==> src/keypad_irq_pkg.sv <==
// Package for the keypad interrupt block: register map, field positions, reset values.
// Assumes an 8-bit register port with one-cycle strobes and read data one cycle later.
package keypad_irq_pkg;

  // Register port widths
  localparam int ADDR_W = 4;
  localparam int DATA_W = 8;
  localparam int MAX_PINS = 8;

  // Register indices
  localparam logic [ADDR_W-1:0] ADDR_STATUS_CONTROL = 4'h0;
  localparam logic [ADDR_W-1:0] ADDR_PIN_ENABLE     = 4'h1;
  localparam logic [ADDR_W-1:0] ADDR_EDGE_SELECT    = 4'h2;
  localparam logic [ADDR_W-1:0] ADDR_EVT_STATUS     = 4'h3;
  localparam logic [ADDR_W-1:0] ADDR_EVT_CLEAR      = 4'h4;
  localparam logic [ADDR_W-1:0] ADDR_EVT_ENABLE     = 4'h5;

  // Status and control fields
  localparam int SC_MODE_BIT  = 0;
  localparam int SC_IRQEN_BIT = 1;
  localparam int SC_ACK_BIT   = 2;
  localparam int SC_FLAG_BIT  = 3;

  // Event status fields
  localparam int EVT_W          = 3;
  localparam int EVT_EDGE_BIT   = 0;
  localparam int EVT_LEVEL_BIT  = 1;
  localparam int EVT_REFUSE_BIT = 2;

  // Reset values
  localparam logic [DATA_W-1:0] RST_PIN_ENABLE  = 8'h00;
  localparam logic [DATA_W-1:0] RST_EDGE_SELECT = 8'h00;
  localparam logic              RST_MODE        = 1'b0;
  localparam logic              RST_IRQEN       = 1'b0;
  localparam logic              RST_FLAG        = 1'b0;
  localparam logic [EVT_W-1:0]  RST_EVT         = 3'h0;
  localparam logic [DATA_W-1:0] READ_ZERO       = 8'h00;

  // Polarity encoding
  localparam logic POL_FALL_LOW  = 1'b0;
  localparam logic POL_RISE_HIGH = 1'b1;

  // Detection mode encoding
  localparam logic MODE_EDGE_ONLY  = 1'b0;
  localparam logic MODE_EDGE_LEVEL = 1'b1;

endpackage

==> src/keypad_irq_module.sv <==
// Keypad / external interrupt block: pin sensing, event flag, register port, interrupts.
// Assumes pins are asynchronous, stop and pull controls come from logic on sys_clk.
// Operation
// - Up to eight inputs, each individually enabled
// - One mode bit: edge or edge-plus-level
// - Per-pin polarity: falling/low or rising/high
// - Edge needs prior deasserted sample, clocked
// - Falling edge: high then low sample
// - Rising edge: low then high sample
// - Edge sets flag; ack write clears
// - Flag and irq enable raise request
// - Edge-plus-level: edge or level sets flag
// - Ack clears only when inputs deasserted
// - Asserted input keeps flag through ack
// - Polarity picks pullup or pulldown resistor
// - Ack reads zero; flag not writable
// - Control bits seven to four read zero
// - Stop3 detection works without bus clock
// - Stop1/stop2 disable and reset block
//
// Added by the designer: the strobed register port and the register addresses.
`timescale 1ns/1ps
`default_nettype none

module keypad_irq_module
  import keypad_irq_pkg::*;
#(
  parameter int NUM_PINS = MAX_PINS
) (
  input  wire logic                sys_clk,
  input  wire logic                rst,
  input  wire logic [ADDR_W-1:0]   reg_addr,
  input  wire logic [DATA_W-1:0]   reg_wdata,
  input  wire logic                reg_wr,
  input  wire logic                reg_rd,
  output logic      [DATA_W-1:0]   reg_rdata,
  input  wire logic [NUM_PINS-1:0] key_pin,
  input  wire logic [NUM_PINS-1:0] port_pull_enable,
  input  wire logic                stop3_mode,
  input  wire logic                stop12_mode,
  output logic [NUM_PINS-1:0]      pull_up_en,
  output logic [NUM_PINS-1:0]      pull_down_en,
  output logic                     key_irq,
  output logic                     stop3_wake,
  output logic                     evt_irq
);

  // Elaboration check on pin count
  if (NUM_PINS < 1 || NUM_PINS > MAX_PINS) begin : g_bad_pins
    $error("NUM_PINS must be between 1 and 8");
  end

  // Register port must hold every pin bit and every event bit
  if (NUM_PINS > DATA_W || EVT_W > DATA_W) begin : g_bad_width
    $error("NUM_PINS and EVT_W must fit the register port");
  end

  // Register map needs indices up to five
  if (ADDR_W < 3) begin : g_bad_addr
    $error("ADDR_W too narrow for the register map");
  end

  // Control registers
  logic [NUM_PINS-1:0] pin_sense_enable_q;
  logic [NUM_PINS-1:0] pin_sense_enable_d;
  logic [NUM_PINS-1:0] polarity_select_q;
  logic [NUM_PINS-1:0] polarity_select_d;
  logic                detect_mode_select_q;
  logic                detect_mode_select_d;
  logic                key_irq_enable_q;
  logic                key_irq_enable_d;

  // Flag and event registers
  logic                key_event_flag_q;
  logic                key_event_flag_d;
  logic [EVT_W-1:0]    evt_status_q;
  logic [EVT_W-1:0]    evt_status_d;
  logic [EVT_W-1:0]    evt_enable_q;
  logic [EVT_W-1:0]    evt_enable_d;

  // Read data
  logic [DATA_W-1:0]   reg_rdata_q;
  logic [DATA_W-1:0]   reg_rdata_d;

  // Pin synchronisers and detection state
  logic [NUM_PINS-1:0] pin_meta_q;
  logic [NUM_PINS-1:0] pin_meta_d;
  logic [NUM_PINS-1:0] pin_sync_q;
  logic [NUM_PINS-1:0] pin_sync_d;
  logic [NUM_PINS-1:0] armed_q;
  logic [NUM_PINS-1:0] armed_d;
  logic [NUM_PINS-1:0] pin_asserted;
  logic [NUM_PINS-1:0] pin_edge;
  logic [NUM_PINS-1:0] raw_asserted;

  // Decoded accesses
  logic                wr_sc;
  logic                wr_pe;
  logic                wr_es;
  logic                wr_eclr;
  logic                wr_een;
  logic                ack_req;
  logic                any_edge;
  logic                any_level;
  logic                flag_set;
  logic                ack_ok;
  logic                ack_refused;
  logic [EVT_W-1:0]    evt_hit;
  logic [DATA_W-1:0]   sc_read;
  logic [DATA_W-1:0]   pe_read;
  logic [DATA_W-1:0]   es_read;
  logic                mode_level;
  logic                all_deasserted;
  logic                wake_src;

  // Write decode
  assign wr_sc   = reg_wr && (reg_addr == ADDR_STATUS_CONTROL);
  assign wr_pe   = reg_wr && (reg_addr == ADDR_PIN_ENABLE);
  assign wr_es   = reg_wr && (reg_addr == ADDR_EDGE_SELECT);
  assign wr_eclr = reg_wr && (reg_addr == ADDR_EVT_CLEAR);
  assign wr_een  = reg_wr && (reg_addr == ADDR_EVT_ENABLE);
  assign ack_req = wr_sc && reg_wdata[SC_ACK_BIT];

  // Two-flop pin synchroniser; the second stage feeds detection, while the stop3 wake path uses key_pin directly
  always_comb begin
    pin_meta_d = key_pin;
    pin_sync_d = pin_meta_q;
  end

  always_ff @(posedge sys_clk or posedge rst) begin
    if (rst) begin
      pin_meta_q <= '0;
      pin_sync_q <= '0;
    end else begin
      pin_meta_q <= pin_meta_d;
      pin_sync_q <= pin_sync_d;
    end
  end

  // Per-pin sensing
  // one slice per pin
  genvar gi;
  for (gi = 0; gi < NUM_PINS; gi++) begin : g_pin
    assign pin_asserted[gi] = pin_sense_enable_q[gi] &&
                              ((polarity_select_q[gi] == POL_RISE_HIGH) ? pin_sync_q[gi] : !pin_sync_q[gi]);
    assign pin_edge[gi]     = armed_q[gi] && pin_asserted[gi];
    assign raw_asserted[gi] = pin_sense_enable_q[gi] &&
                              ((polarity_select_q[gi] == POL_RISE_HIGH) ? key_pin[gi] : !key_pin[gi]);
    assign pull_up_en[gi]   = port_pull_enable[gi] && (polarity_select_q[gi] == POL_FALL_LOW);
    assign pull_down_en[gi] = port_pull_enable[gi] && (polarity_select_q[gi] == POL_RISE_HIGH);
  end

  always_comb begin
    armed_d = pin_sense_enable_q & ~pin_asserted;
    if (stop12_mode) begin
      armed_d = '0;
    end
  end

  always_ff @(posedge sys_clk or posedge rst) begin
    if (rst) begin
      armed_q <= '0;
    end else begin
      armed_q <= armed_d;
    end
  end

  assign mode_level     = (detect_mode_select_q == MODE_EDGE_LEVEL);
  assign all_deasserted = !(|pin_asserted);

  assign any_edge  = |pin_edge;
  assign any_level = mode_level && !all_deasserted;
  assign flag_set  = any_edge || any_level;

  assign ack_ok      = ack_req && (!mode_level || all_deasserted);
  assign ack_refused = ack_req && !ack_ok;

  // Control register next values
  always_comb begin
    pin_sense_enable_d   = pin_sense_enable_q;
    polarity_select_d    = polarity_select_q;
    detect_mode_select_d = detect_mode_select_q;
    key_irq_enable_d     = key_irq_enable_q;
    evt_enable_d         = evt_enable_q;
    if (wr_pe) begin
      pin_sense_enable_d = reg_wdata[NUM_PINS-1:0];
    end
    if (wr_es) begin
      polarity_select_d = reg_wdata[NUM_PINS-1:0];
    end
    if (wr_sc) begin
      detect_mode_select_d = reg_wdata[SC_MODE_BIT];
      key_irq_enable_d     = reg_wdata[SC_IRQEN_BIT];
    end
    if (wr_een) begin
      evt_enable_d = reg_wdata[EVT_W-1:0];
    end
    if (stop12_mode) begin
      pin_sense_enable_d   = RST_PIN_ENABLE[NUM_PINS-1:0];
      polarity_select_d    = RST_EDGE_SELECT[NUM_PINS-1:0];
      detect_mode_select_d = RST_MODE;
      key_irq_enable_d     = RST_IRQEN;
      evt_enable_d         = RST_EVT;
    end
  end

  always_ff @(posedge sys_clk or posedge rst) begin
    if (rst) begin
      pin_sense_enable_q   <= RST_PIN_ENABLE[NUM_PINS-1:0];
      polarity_select_q    <= RST_EDGE_SELECT[NUM_PINS-1:0];
      detect_mode_select_q <= RST_MODE;
      key_irq_enable_q     <= RST_IRQEN;
      evt_enable_q         <= RST_EVT;
    end else begin
      pin_sense_enable_q   <= pin_sense_enable_d;
      polarity_select_q    <= polarity_select_d;
      detect_mode_select_q <= detect_mode_select_d;
      key_irq_enable_q     <= key_irq_enable_d;
      evt_enable_q         <= evt_enable_d;
    end
  end

  // Event flag next value
  always_comb begin
    key_event_flag_d = key_event_flag_q;
    if (ack_ok) begin
      key_event_flag_d = 1'b0;
    end
    if (flag_set) begin
      key_event_flag_d = 1'b1;
    end
    if (stop12_mode) begin
      key_event_flag_d = RST_FLAG;
    end
  end

  always_ff @(posedge sys_clk or posedge rst) begin
    if (rst) begin
      key_event_flag_q <= RST_FLAG;
    end else begin
      key_event_flag_q <= key_event_flag_d;
    end
  end

  // Sticky event status
  always_comb begin
    evt_hit                 = '0;
    evt_hit[EVT_EDGE_BIT]   = any_edge;
    evt_hit[EVT_LEVEL_BIT]  = any_level;
    evt_hit[EVT_REFUSE_BIT] = ack_refused;
    evt_status_d            = evt_status_q;
    if (wr_eclr) begin
      evt_status_d = evt_status_q & ~reg_wdata[EVT_W-1:0];
    end
    evt_status_d = evt_status_d | evt_hit;
    if (stop12_mode) begin
      evt_status_d = RST_EVT;
    end
  end

  always_ff @(posedge sys_clk or posedge rst) begin
    if (rst) begin
      evt_status_q <= RST_EVT;
    end else begin
      evt_status_q <= evt_status_d;
    end
  end

  always_comb begin
    sc_read               = READ_ZERO;
    sc_read[SC_MODE_BIT]  = detect_mode_select_q;
    sc_read[SC_IRQEN_BIT] = key_irq_enable_q;
    sc_read[SC_FLAG_BIT]  = key_event_flag_q;
    pe_read               = READ_ZERO;
    pe_read[NUM_PINS-1:0] = pin_sense_enable_q;
    es_read               = READ_ZERO;
    es_read[NUM_PINS-1:0] = polarity_select_q;
  end

  // Read data mux, registered
  always_comb begin
    reg_rdata_d = READ_ZERO;
    if (reg_rd) begin
      case (reg_addr)
        ADDR_STATUS_CONTROL: begin
          reg_rdata_d = sc_read;
        end
        ADDR_PIN_ENABLE: begin
          reg_rdata_d = pe_read;
        end
        ADDR_EDGE_SELECT: begin
          reg_rdata_d = es_read;
        end
        ADDR_EVT_STATUS: begin
          reg_rdata_d[EVT_W-1:0] = evt_status_q;
        end
        ADDR_EVT_ENABLE: begin
          reg_rdata_d[EVT_W-1:0] = evt_enable_q;
        end
        default: begin
          reg_rdata_d = READ_ZERO;
        end
      endcase
    end
  end

  always_ff @(posedge sys_clk or posedge rst) begin
    if (rst) begin
      reg_rdata_q <= READ_ZERO;
    end else begin
      reg_rdata_q <= reg_rdata_d;
    end
  end

  assign reg_rdata = reg_rdata_q;

  assign key_irq    = key_event_flag_q && key_irq_enable_q;
  assign wake_src   = (|raw_asserted) || key_event_flag_q;
  assign stop3_wake = stop3_mode && key_irq_enable_q && wake_src;
  assign evt_irq    = |(evt_status_q & evt_enable_q);

endmodule // keypad_irq_module

`default_nettype wire

==> config.mk <==
export PLATFORM = sky130hd
export DESIGN_NAME = keypad_irq_module
export DESIGN_NICKNAME = d
export VERILOG_FILES = /design/src/keypad_irq_pkg.sv /design/src/keypad_irq_module.sv
export SDC_FILE = /design/constraint.sdc
export NUM_CORES = 1
export LEC_CHECK = 0
export BUFFER_PORTS_ARGS = -buffer_cell sky130_fd_sc_hd__buf_4
export CAP_MARGIN = 20
export CORE_UTILIZATION = 55
export DETAILED_ROUTE_END_ITERATION = 8
export PLACE_DENSITY = 0.86
export SLEW_MARGIN = 5
export SYNTH_ARGS = -nofsm -noshare
export SYNTH_HDL_FRONTEND = slang
export SYNTH_SLANG_ARGS = --single-unit
==> constraint.sdc <==
create_clock -name sys_clk -period 2.8 [get_ports sys_clk]
set_input_delay 0.7 -clock sys_clk [delete_from_list [all_inputs] [get_ports sys_clk]]
set_output_delay 0.7 -clock sys_clk [all_outputs]
set_load 0.05 [all_outputs]
After elaboration in Yosys (flattened, before gate mapping)
Cells that the tools add are included.
{ "op_classes": {"reduce_logical": 84, "n_bitwise": 14, "n_eq_ne": 5, "n_mux": 35} }
{ "ops": {"columns": ["cell", "n"], "rows": [
  ["$logic_and 1x1->1", 52],
  ["$mux 8", 6],
  ["$reduce_or 8->1", 3],
  ["$mux 1", 23],
  ["$logic_not 1->1", 19],
  ["$pmux 3 s5", 1],
  ["$pmux 5 s3", 1],
  ["$mux 3", 4],
  ["$and 8x8->8", 1],
  ["$eq 4x2->1 const B", 2],
  ["$eq 4x3->1 const B", 2],
  ["$not 1->1", 8],
  ["$not 8->8", 1],
  ["$reduce_bool 2->1", 4],
  ["$and 3x3->3", 2],
  ["$eq 4x1->1 const B", 1],
  ["$logic_not 4->1", 1],
  ["$logic_or 1x1->1", 3],
  ["$not 3->3", 1],
  ["$or 3x3->3", 1],
  ["$reduce_bool 3->1", 1],
  ["$reduce_or 3->1", 1]
]} }
{ "totals": {"output_inout_bits": 27, "input_bits": 34, "ff_bits": 57} }

Longest topological paths before layout
Gate-level depths: netlist of the first run.
{ "logic_depth": {"ltp_word": 11, "ltp_mapped": 7, "ltp_nobuf": 4} }

Worst setup path before layout of the first run
No wires, ideal clock.
{ "synth_path": {"path_kind": "input-to-output", "start": "in key_pin[6]", "end": "out stop3_wake", "t_arrival_ns": 1.843, "t_required_ns": 2.100, "slack_ns": 0.257, "path_stages": 4, "path_buffers": 0, "path_cell_list": "xnor2_1 -> a22o_1 -> a221oi_1 -> a31oi_1"} }
{ "synth_between": {"elab_chain_cells": 6} }
{ "synth_rtl": {"columns": ["element", "line", "source"], "rows": [
  ["start: declaration", "keypad_irq_module.sv:37", "input wire logic [NUM_PINS-1:0] key_pin,"],
  ["$logic_not 1->1", "keypad_irq_module.sv:148", "((polarity_select_q[gi] == POL_RISE_HIGH) ? key_pin[gi] : !key_pin[gi]);"],
  ["$mux 1 *", "keypad_irq_module.sv:148", null],
  ["$logic_and 1x1->1 *", "keypad_irq_module.sv:147", "assign raw_asserted[gi] = pin_sense_enable_q[gi] &&"],
  ["$reduce_or 8->1 *", "keypad_irq_module.sv:318", "assign wake_src = (|raw_asserted) || key_event_flag_q;"],
  ["$logic_or 1x1->1 *", "keypad_irq_module.sv:318", null],
  ["$logic_and 1x1->1 *", "keypad_irq_module.sv:319", "assign stop3_wake = stop3_mode && key_irq_enable_q && wake_src;"],
  ["end: declaration", "keypad_irq_module.sv:44", "output logic stop3_wake,"]
]} }
Every way passes the cells marked *; elsewhere a longest branch is shown, timed or not.

Final worst setup path of the first run
{ "layout_path": {"start": "reg polarity_select_q[6] (netlist: es_read[6])", "end": "out stop3_wake"} }
{ "layout_between": {"elab_chain_cells": 5} }
{ "layout_rtl": {"columns": ["element", "line", "source"], "rows": [
  ["start: declaration", "keypad_irq_module.sv:66", "logic [NUM_PINS-1:0] polarity_select_q;"],
  ["start signal: assignment", "keypad_irq_module.sv:210", "polarity_select_q <= RST_EDGE_SELECT[NUM_PINS-1:0];"],
  ["start signal: assignment", "keypad_irq_module.sv:216", "polarity_select_q <= polarity_select_d;"],
  ["$mux 1", "keypad_irq_module.sv:148", null],
  ["$logic_and 1x1->1", "keypad_irq_module.sv:147", null],
  ["$reduce_or 8->1", "keypad_irq_module.sv:318", null],
  ["$logic_or 1x1->1", "keypad_irq_module.sv:318", null],
  ["$logic_and 1x1->1", "keypad_irq_module.sv:319", null]
]} }
No other way between the ends.

==> flow_summary.yaml, run 1 <==
status:
  status: "finished clean"
synth:
  yosysSeqAreaShare_pct: 54.8
  async_reset_ff_share_pct: 100
  synth.net_count: 280
  syn_avg_cell_area_um2: 10.6
  ys_ff_latch: 57
  synth_top_area_cell: "dfrtp_1"
  ys_types: 35
  synth_edf_count: 0
  synthCells: 246
  synth_ff_type: "dfrtp_1"
  yosysWarnings: 0
  synth_top_area_share_pct: 54.8
  synth_area_um2: 2600
  synth_top_cells_by_area: "dfrtp_1 (55%), nand3_1 (6.1%), xnor2_1 (5.4%)"
sta:
  setup_ws_ns: 0.297
  slew_viol_final: 0
  max_freq_mhz: 399
  worstMarginPinSlew_ns: 0.618
  relSlewSlack_pct: 58.8
  skew_ns: 0.0112
  grt_setup_unrepaired: "no"
  finalCritPeriodShare_pct: 89.4
  fin_setup_tns_ns: 0
  setup_viol: 0
  hold_viol: 0
  finalCriticalPeriod_ns: 2.50
route:
  drc: 0
  post_drt_wl_per_cell_um: 18.3
  antenna_left: 0
  drt_iter0_markers: 307
  viasPerCell: 6.06
  first_pass_iters: 8
  drt-total-wl_um: 6710
  vias: 2218
floorplanning:
  dieArea_um2: 5020
  start_util_pct: 58.6
  rows: 24
  dieWidth_um: 70.8
  die_y_um: 70.8
  core_um2: 4440
  io_pins: 61
layout:
  final_nets: 343
  final_common_cell: "buf_4"
  antennaDiodeCount: 0
  fin_area_um2: 3350
  drive_gt1_share_pct: 28.0
  mostFrequentLayoutCells: "buf_4 (63), dfrtp_1 (57), nand3_1 (32)"
  final_cells: 366
  syn_to_final_growth_pct: 28.7
clock_network:
  cts_made_buffers: 9
  cts_setup_buffers: 0
  clk_latency_ns: 0.35
  ctsHoldBuffers: 0
  htreeDepth: 3
  cts_resized: 0
  clock_sinks: 57
  cts_root_buf: "clkbuf_8"
  tritoncts: "yes"
  cts_buffer_depth: 2
  clk_transition_reported_paths_ns: 0.06
global_route:
  antenna_found_initial: 0
  grt.total_usage_pct: 28.3
  grt_pass1_wl_um: 10500
  grt_max_degree: 35
  globalRouteOverflowTotal: 0
  grt_pass1_vias: 2148
worst_setup_path:
  rr_startpoint: "es_read[4]"
  rr_endpoint: "key_event_flag_q"
  critPathRequiredTime_ns: 2.10
  cp_data_arrival_time_ns: 1.80
  cp_max_fo: 6
  cp-start-kind: "flip-flop"
  r2r_cells: 4
  r2r_slack_ns: 1.11
  path_class: "flip-flop to primary output"
  cp-end-kind: "primary output"
power_and_ir_drop:
  p_leak_nw: 1.47
  power_density_nw_per_um2: 590
  vdd_drop_max_v: 0.000423
placed_design:
  dp_slack_ns: 0.287
  portBuffers: 60
  place_inst: 350
  place_area_um2: 3110
  globalplace.congestion: 0.867
  hpwl_um: 4450
min_path:
  min_path_cells: 0
  hp-start: "pin_meta_q[6]"
  hold_class: "flip-flop to flip-flop"
  holdPathEnd: "pin_sync_q[6]"
flow_run:
  maxCapViolCount: 0
[per-stage QoR]
step                hold WS [ns]  utilization (%)  power, mW
CTS                        0.351             75.4       1.98
global placement           0.332             69.9       1.04
floorplan                  0.331                -      0.962
detailed placement         0.336             69.9       1.04
global route               0.353             75.4       2.03
finish                     0.349             75.4       1.98
[registers in the layout, indices dropped and copies added (netlist names), 3 cells and up]
signal,cells
pe_read,8
evt_enable_q,3
reg_rdata,8
es_read,8
evt_status_q,3
pin_sync_q,8
armed_q,8
pin_meta_q,8
[cell families (layout without fill, tap and decap cells)]
family,count (synthesis),count (layout),synth area share (%)
simple gates,109,109,22.5
mux,6,6,3.27
buf+inv,14,82,2.40
flops,57,57,54.8
xor+xnor,16,16,5.38
compound gates,44,44,11.7
[worst max-delay path by stage]
| stage | start | to | slack, ns | depth (start not counted) |
|---|---|---|---|---|
| 2_1_floorplan | key_pin[6] | stop3_wake | 0.26 | 4 |
| 3_3_place_gp | key_pin[6] | stop3_wake | 0.30 | 6 |
| 3_5_place_dp | key_pin[6] | stop3_wake | 0.29 | 6 |
| 4_1_cts | es_read[6] | stop3_wake | 0.29 | 5 |
| 5_1_grt | es_read[6] | stop3_wake | 0.22 | 5 |
| 6_report | es_read[6] | stop3_wake | 0.30 | 5 |
[Yosys cell counts, drive strengths merged (2+ instances only)]
cell type / number
xnor2: 16
mux4: 2
buf: 4
inv: 2
nand2b: 4
and2: 11
nand2: 25
clkbuf: 8
a22o: 5
a222oi: 2
dfrtp: 57
a21oi: 25
nor2b: 10
mux2i: 4
nor3b: 9
nand3: 32
and4: 2
nand3b: 3
a31oi: 2
nor2: 10
a22oi: 4
[layer usage]
metal,track usage [%],routed length (um)
met5,0,0
met4,9.56,102
met3,8.97,500
met2,45.9,3390
met1,36.4,2720
[report_power, final]
part	leakage (nW)	internal, mW	switching, mW
logic	0.590	0.0697	0.110
registers	0.758	0.839	0.0112
clock network	0.120	0.614	0.335
[worst max-delay path: stages, from the launching register on]
cell      delay (ns)
dfrtp_1         0.45
xnor2_1         0.16
a22o_1          0.24
a221oi_1        0.25
a31oi_1         0.15
buf_4           0.22
[area by class of cell]
type                       count  area (um^2)
clock buffer                  11          141
clock inverter                 5          103
fill                         304         1090
inverter                       2         7.51
multi-input combinational    175         1120
sequential                    57         1430
tap                           52         65.1
timing repair buffer          64          493
Note: power is estimated with default switching activity, not from simulation.
==> run 2, diff against run 1 <==
--- a/config.mk
+++ b/config.mk
@@ -5,6 +5,7 @@
 export SDC_FILE = /design/constraint.sdc
 export NUM_CORES = 1
 export LEC_CHECK = 0
+export ABC_AREA = 1
 export BUFFER_PORTS_ARGS = -buffer_cell sky130_fd_sc_hd__buf_4
 export CAP_MARGIN = 20
 export CORE_UTILIZATION = 55
==> flow_summary.yaml, run 2 <==
worst_setup_path:
  startpoint: "es_read[4]"
  cp_max_fo: 5
  cp_data_arrival_time_ns: 1.76
  path_class: "flip-flop to primary output"
  rr_endpoint: "key_event_flag_q"
  endpoint: "stop3_wake"
  critPathRequiredTime_ns: 2.10
  cp-end-kind: "primary output"
  cp-start-kind: "flip-flop"
  r2r_slack_ns: 1.28
  rr_startpoint: "es_read[2]"
  r2r_cells: 9
synth:
  syn_avg_cell_area_um2: 8.18
  yosysSeqAreaShare_pct: 51.0
  synthCells: 342
  synth_top_area_cell: "dfrtp_1"
  ys_ff_latch: 57
  synthTopCellsByCount: "nand2_1 (72), inv_1 (61), dfrtp_1 (57)"
  synth_top_cells_by_area: "dfrtp_1 (51%), nand2_1 (9.7%), inv_1 (8.2%)"
  synth_area_um2: 2800
  yosys.cell_count.top_type: "nand2_1"
  async_reset_ff_share_pct: 100
  synth.net_count: 376
  synth_edf_count: 0
  ys_types: 31
  synth_ff_type: "dfrtp_1"
  synth_top_area_share_pct: 51.0
  yosysWarnings: 0
placed_design:
  place_inst: 467
  place_area_um2: 3320
  portBuffers: 60
  hpwl_um: 4800
  globalplace.congestion: 0.826
power_and_ir_drop:
  power_density_nw_per_um2: 533
  power.total_mw: 1.86
  p_leak_nw: 1.88
  vdd_drop_max_v: 0.000319
sta:
  grt_setup_unrepaired: "no"
  slew_viol_final: 0
  worstMarginPinSlew_ns: 0.571
  relSlewSlack_pct: 61.8
  finalCritPeriodShare_pct: 87.8
  hold_viol: 0
  fin_setup_tns_ns: 0
  setup_viol: 0
  max_freq_mhz: 407
  finalCriticalPeriod_ns: 2.46
  skew_ns: 0.00315
clock_network:
  tritoncts: "yes"
  htreeDepth: 3
  cts_made_buffers: 9
  clk_latency_ns: 0.34
  clk_transition_reported_paths_ns: 0.06
  clock_sinks: 57
  ctsHoldBuffers: 0
  cts_setup_buffers: 0
  cts_buffer_depth: 2
  cts_root_buf: "clkbuf_8"
  cts_resized: 0
route:
  antenna_left: 0
  vias: 2522
  drt-total-wl_um: 6540
  drt_iter0_markers: 248
  viasPerCell: 5.22
  drc: 0
  first_pass_iters: 6
  post_drt_wl_per_cell_um: 13.5
floorplanning:
  start_util_pct: 58.1
  die_y_um: 73.3
  rows: 25
  io_pins: 61
  dieArea_um2: 5380
  core_um2: 4820
  dieWidth_um: 73.3
layout:
  final_core_util_pct: 72.6
  syn_to_final_growth_pct: 24.9
  antennaDiodeCount: 0
  mostFrequentLayoutCells: "nand2_1 (72), inv_1 (60), buf_4 (60)"
  final_common_cell: "nand2_1"
  fin_area_um2: 3500
  final_nets: 445
  drive_gt1_share_pct: 25.7
  final_cells: 483
global_route:
  globalRouteOverflowTotal: 0
  grt_pass1_wl_um: 10900
  antenna_found_initial: 0
  grt.total_usage_pct: 27.5
  grt_pass1_vias: 2410
  grt_max_degree: 31
min_path:
  hold_class: "flip-flop to flip-flop"
flow_run:
  maxCapViolCount: 0
status:
  status: "finished clean"
==> run 2: per-layer routing <==
layer	part of all wire, %	track usage (%)	up-vias	routed length [um]
met4	1.7	10.5	0	112
li1	-	-	1209	-
met2	50	44.5	97	3260
met1	42	35.7	1203	2730
met5	0	0	-	0
met3	6.7	7.13	13	440
==> run 2: cell families (layout without fill, tap and decap cells) <==
kind of cell / after synthesis / count (layout) / synth area share, %
AND/OR/NAND/NOR: 153 / 153 / 26.3
buffers and inverters: 73 / 147 / 11.1
AO/OA/AOI/OAI: 58 / 58 / 11.3
flip-flops: 57 / 57 / 51.0
XOR/XNOR: 1 / 1 / 0.313
==> run 2: critical path, cell delays in order (launching register included) <==
cell and delay [ns]:
dfrtp_1 0.42, inv_1 0.11, or2_0 0.21, nand3_1 0.10, o21ai_0 0.09, nor2_1 0.09
nand3b_1 0.09, nand3_1 0.09, inv_1 0.04, buf_4 0.18
==> run 2: metrics by stage <==
step                      setup slack [ns]  hold slack (ns)
final                                0.341            0.347
after global routing                 0.183            0.352
after CTS                            0.351            0.351
after detailed placement             0.398            0.336
after global placement               0.414            0.332
after floorplan                      0.658            0.331
==> run 2: where the power goes <==
group          internal, mW  switching, mW  total [mW]
combinational        0.0978          0.192       0.289
clock                 0.363          0.331       0.695
sequential            0.855         0.0243       0.880
==> run 2: worst min-delay path by stage <==
stage	cells past startpoint	end	slack (ns)	start
after floorplan	0	pin_sync_q[0]	0.33	pin_meta_q[0]
after global placement	0	pin_sync_q[4]	0.33	pin_meta_q[4]
after detailed placement	0	pin_sync_q[7]	0.34	pin_meta_q[7]
after CTS	0	pin_sync_q[7]	0.35	pin_meta_q[7]
after global routing	0	pin_sync_q[7]	0.35	pin_meta_q[7]
final	0	pin_sync_q[7]	0.35	pin_meta_q[7]
==> run 2: final cells by class <==
class,count,area [um^2]
clock buffer,11,151
clock inverter,5,30.0
fill,378,1320
inverter,70,273
multi-input combinational,212,1060
sequential,57,1430
tap,67,83.8
timing repair buffer,61,470
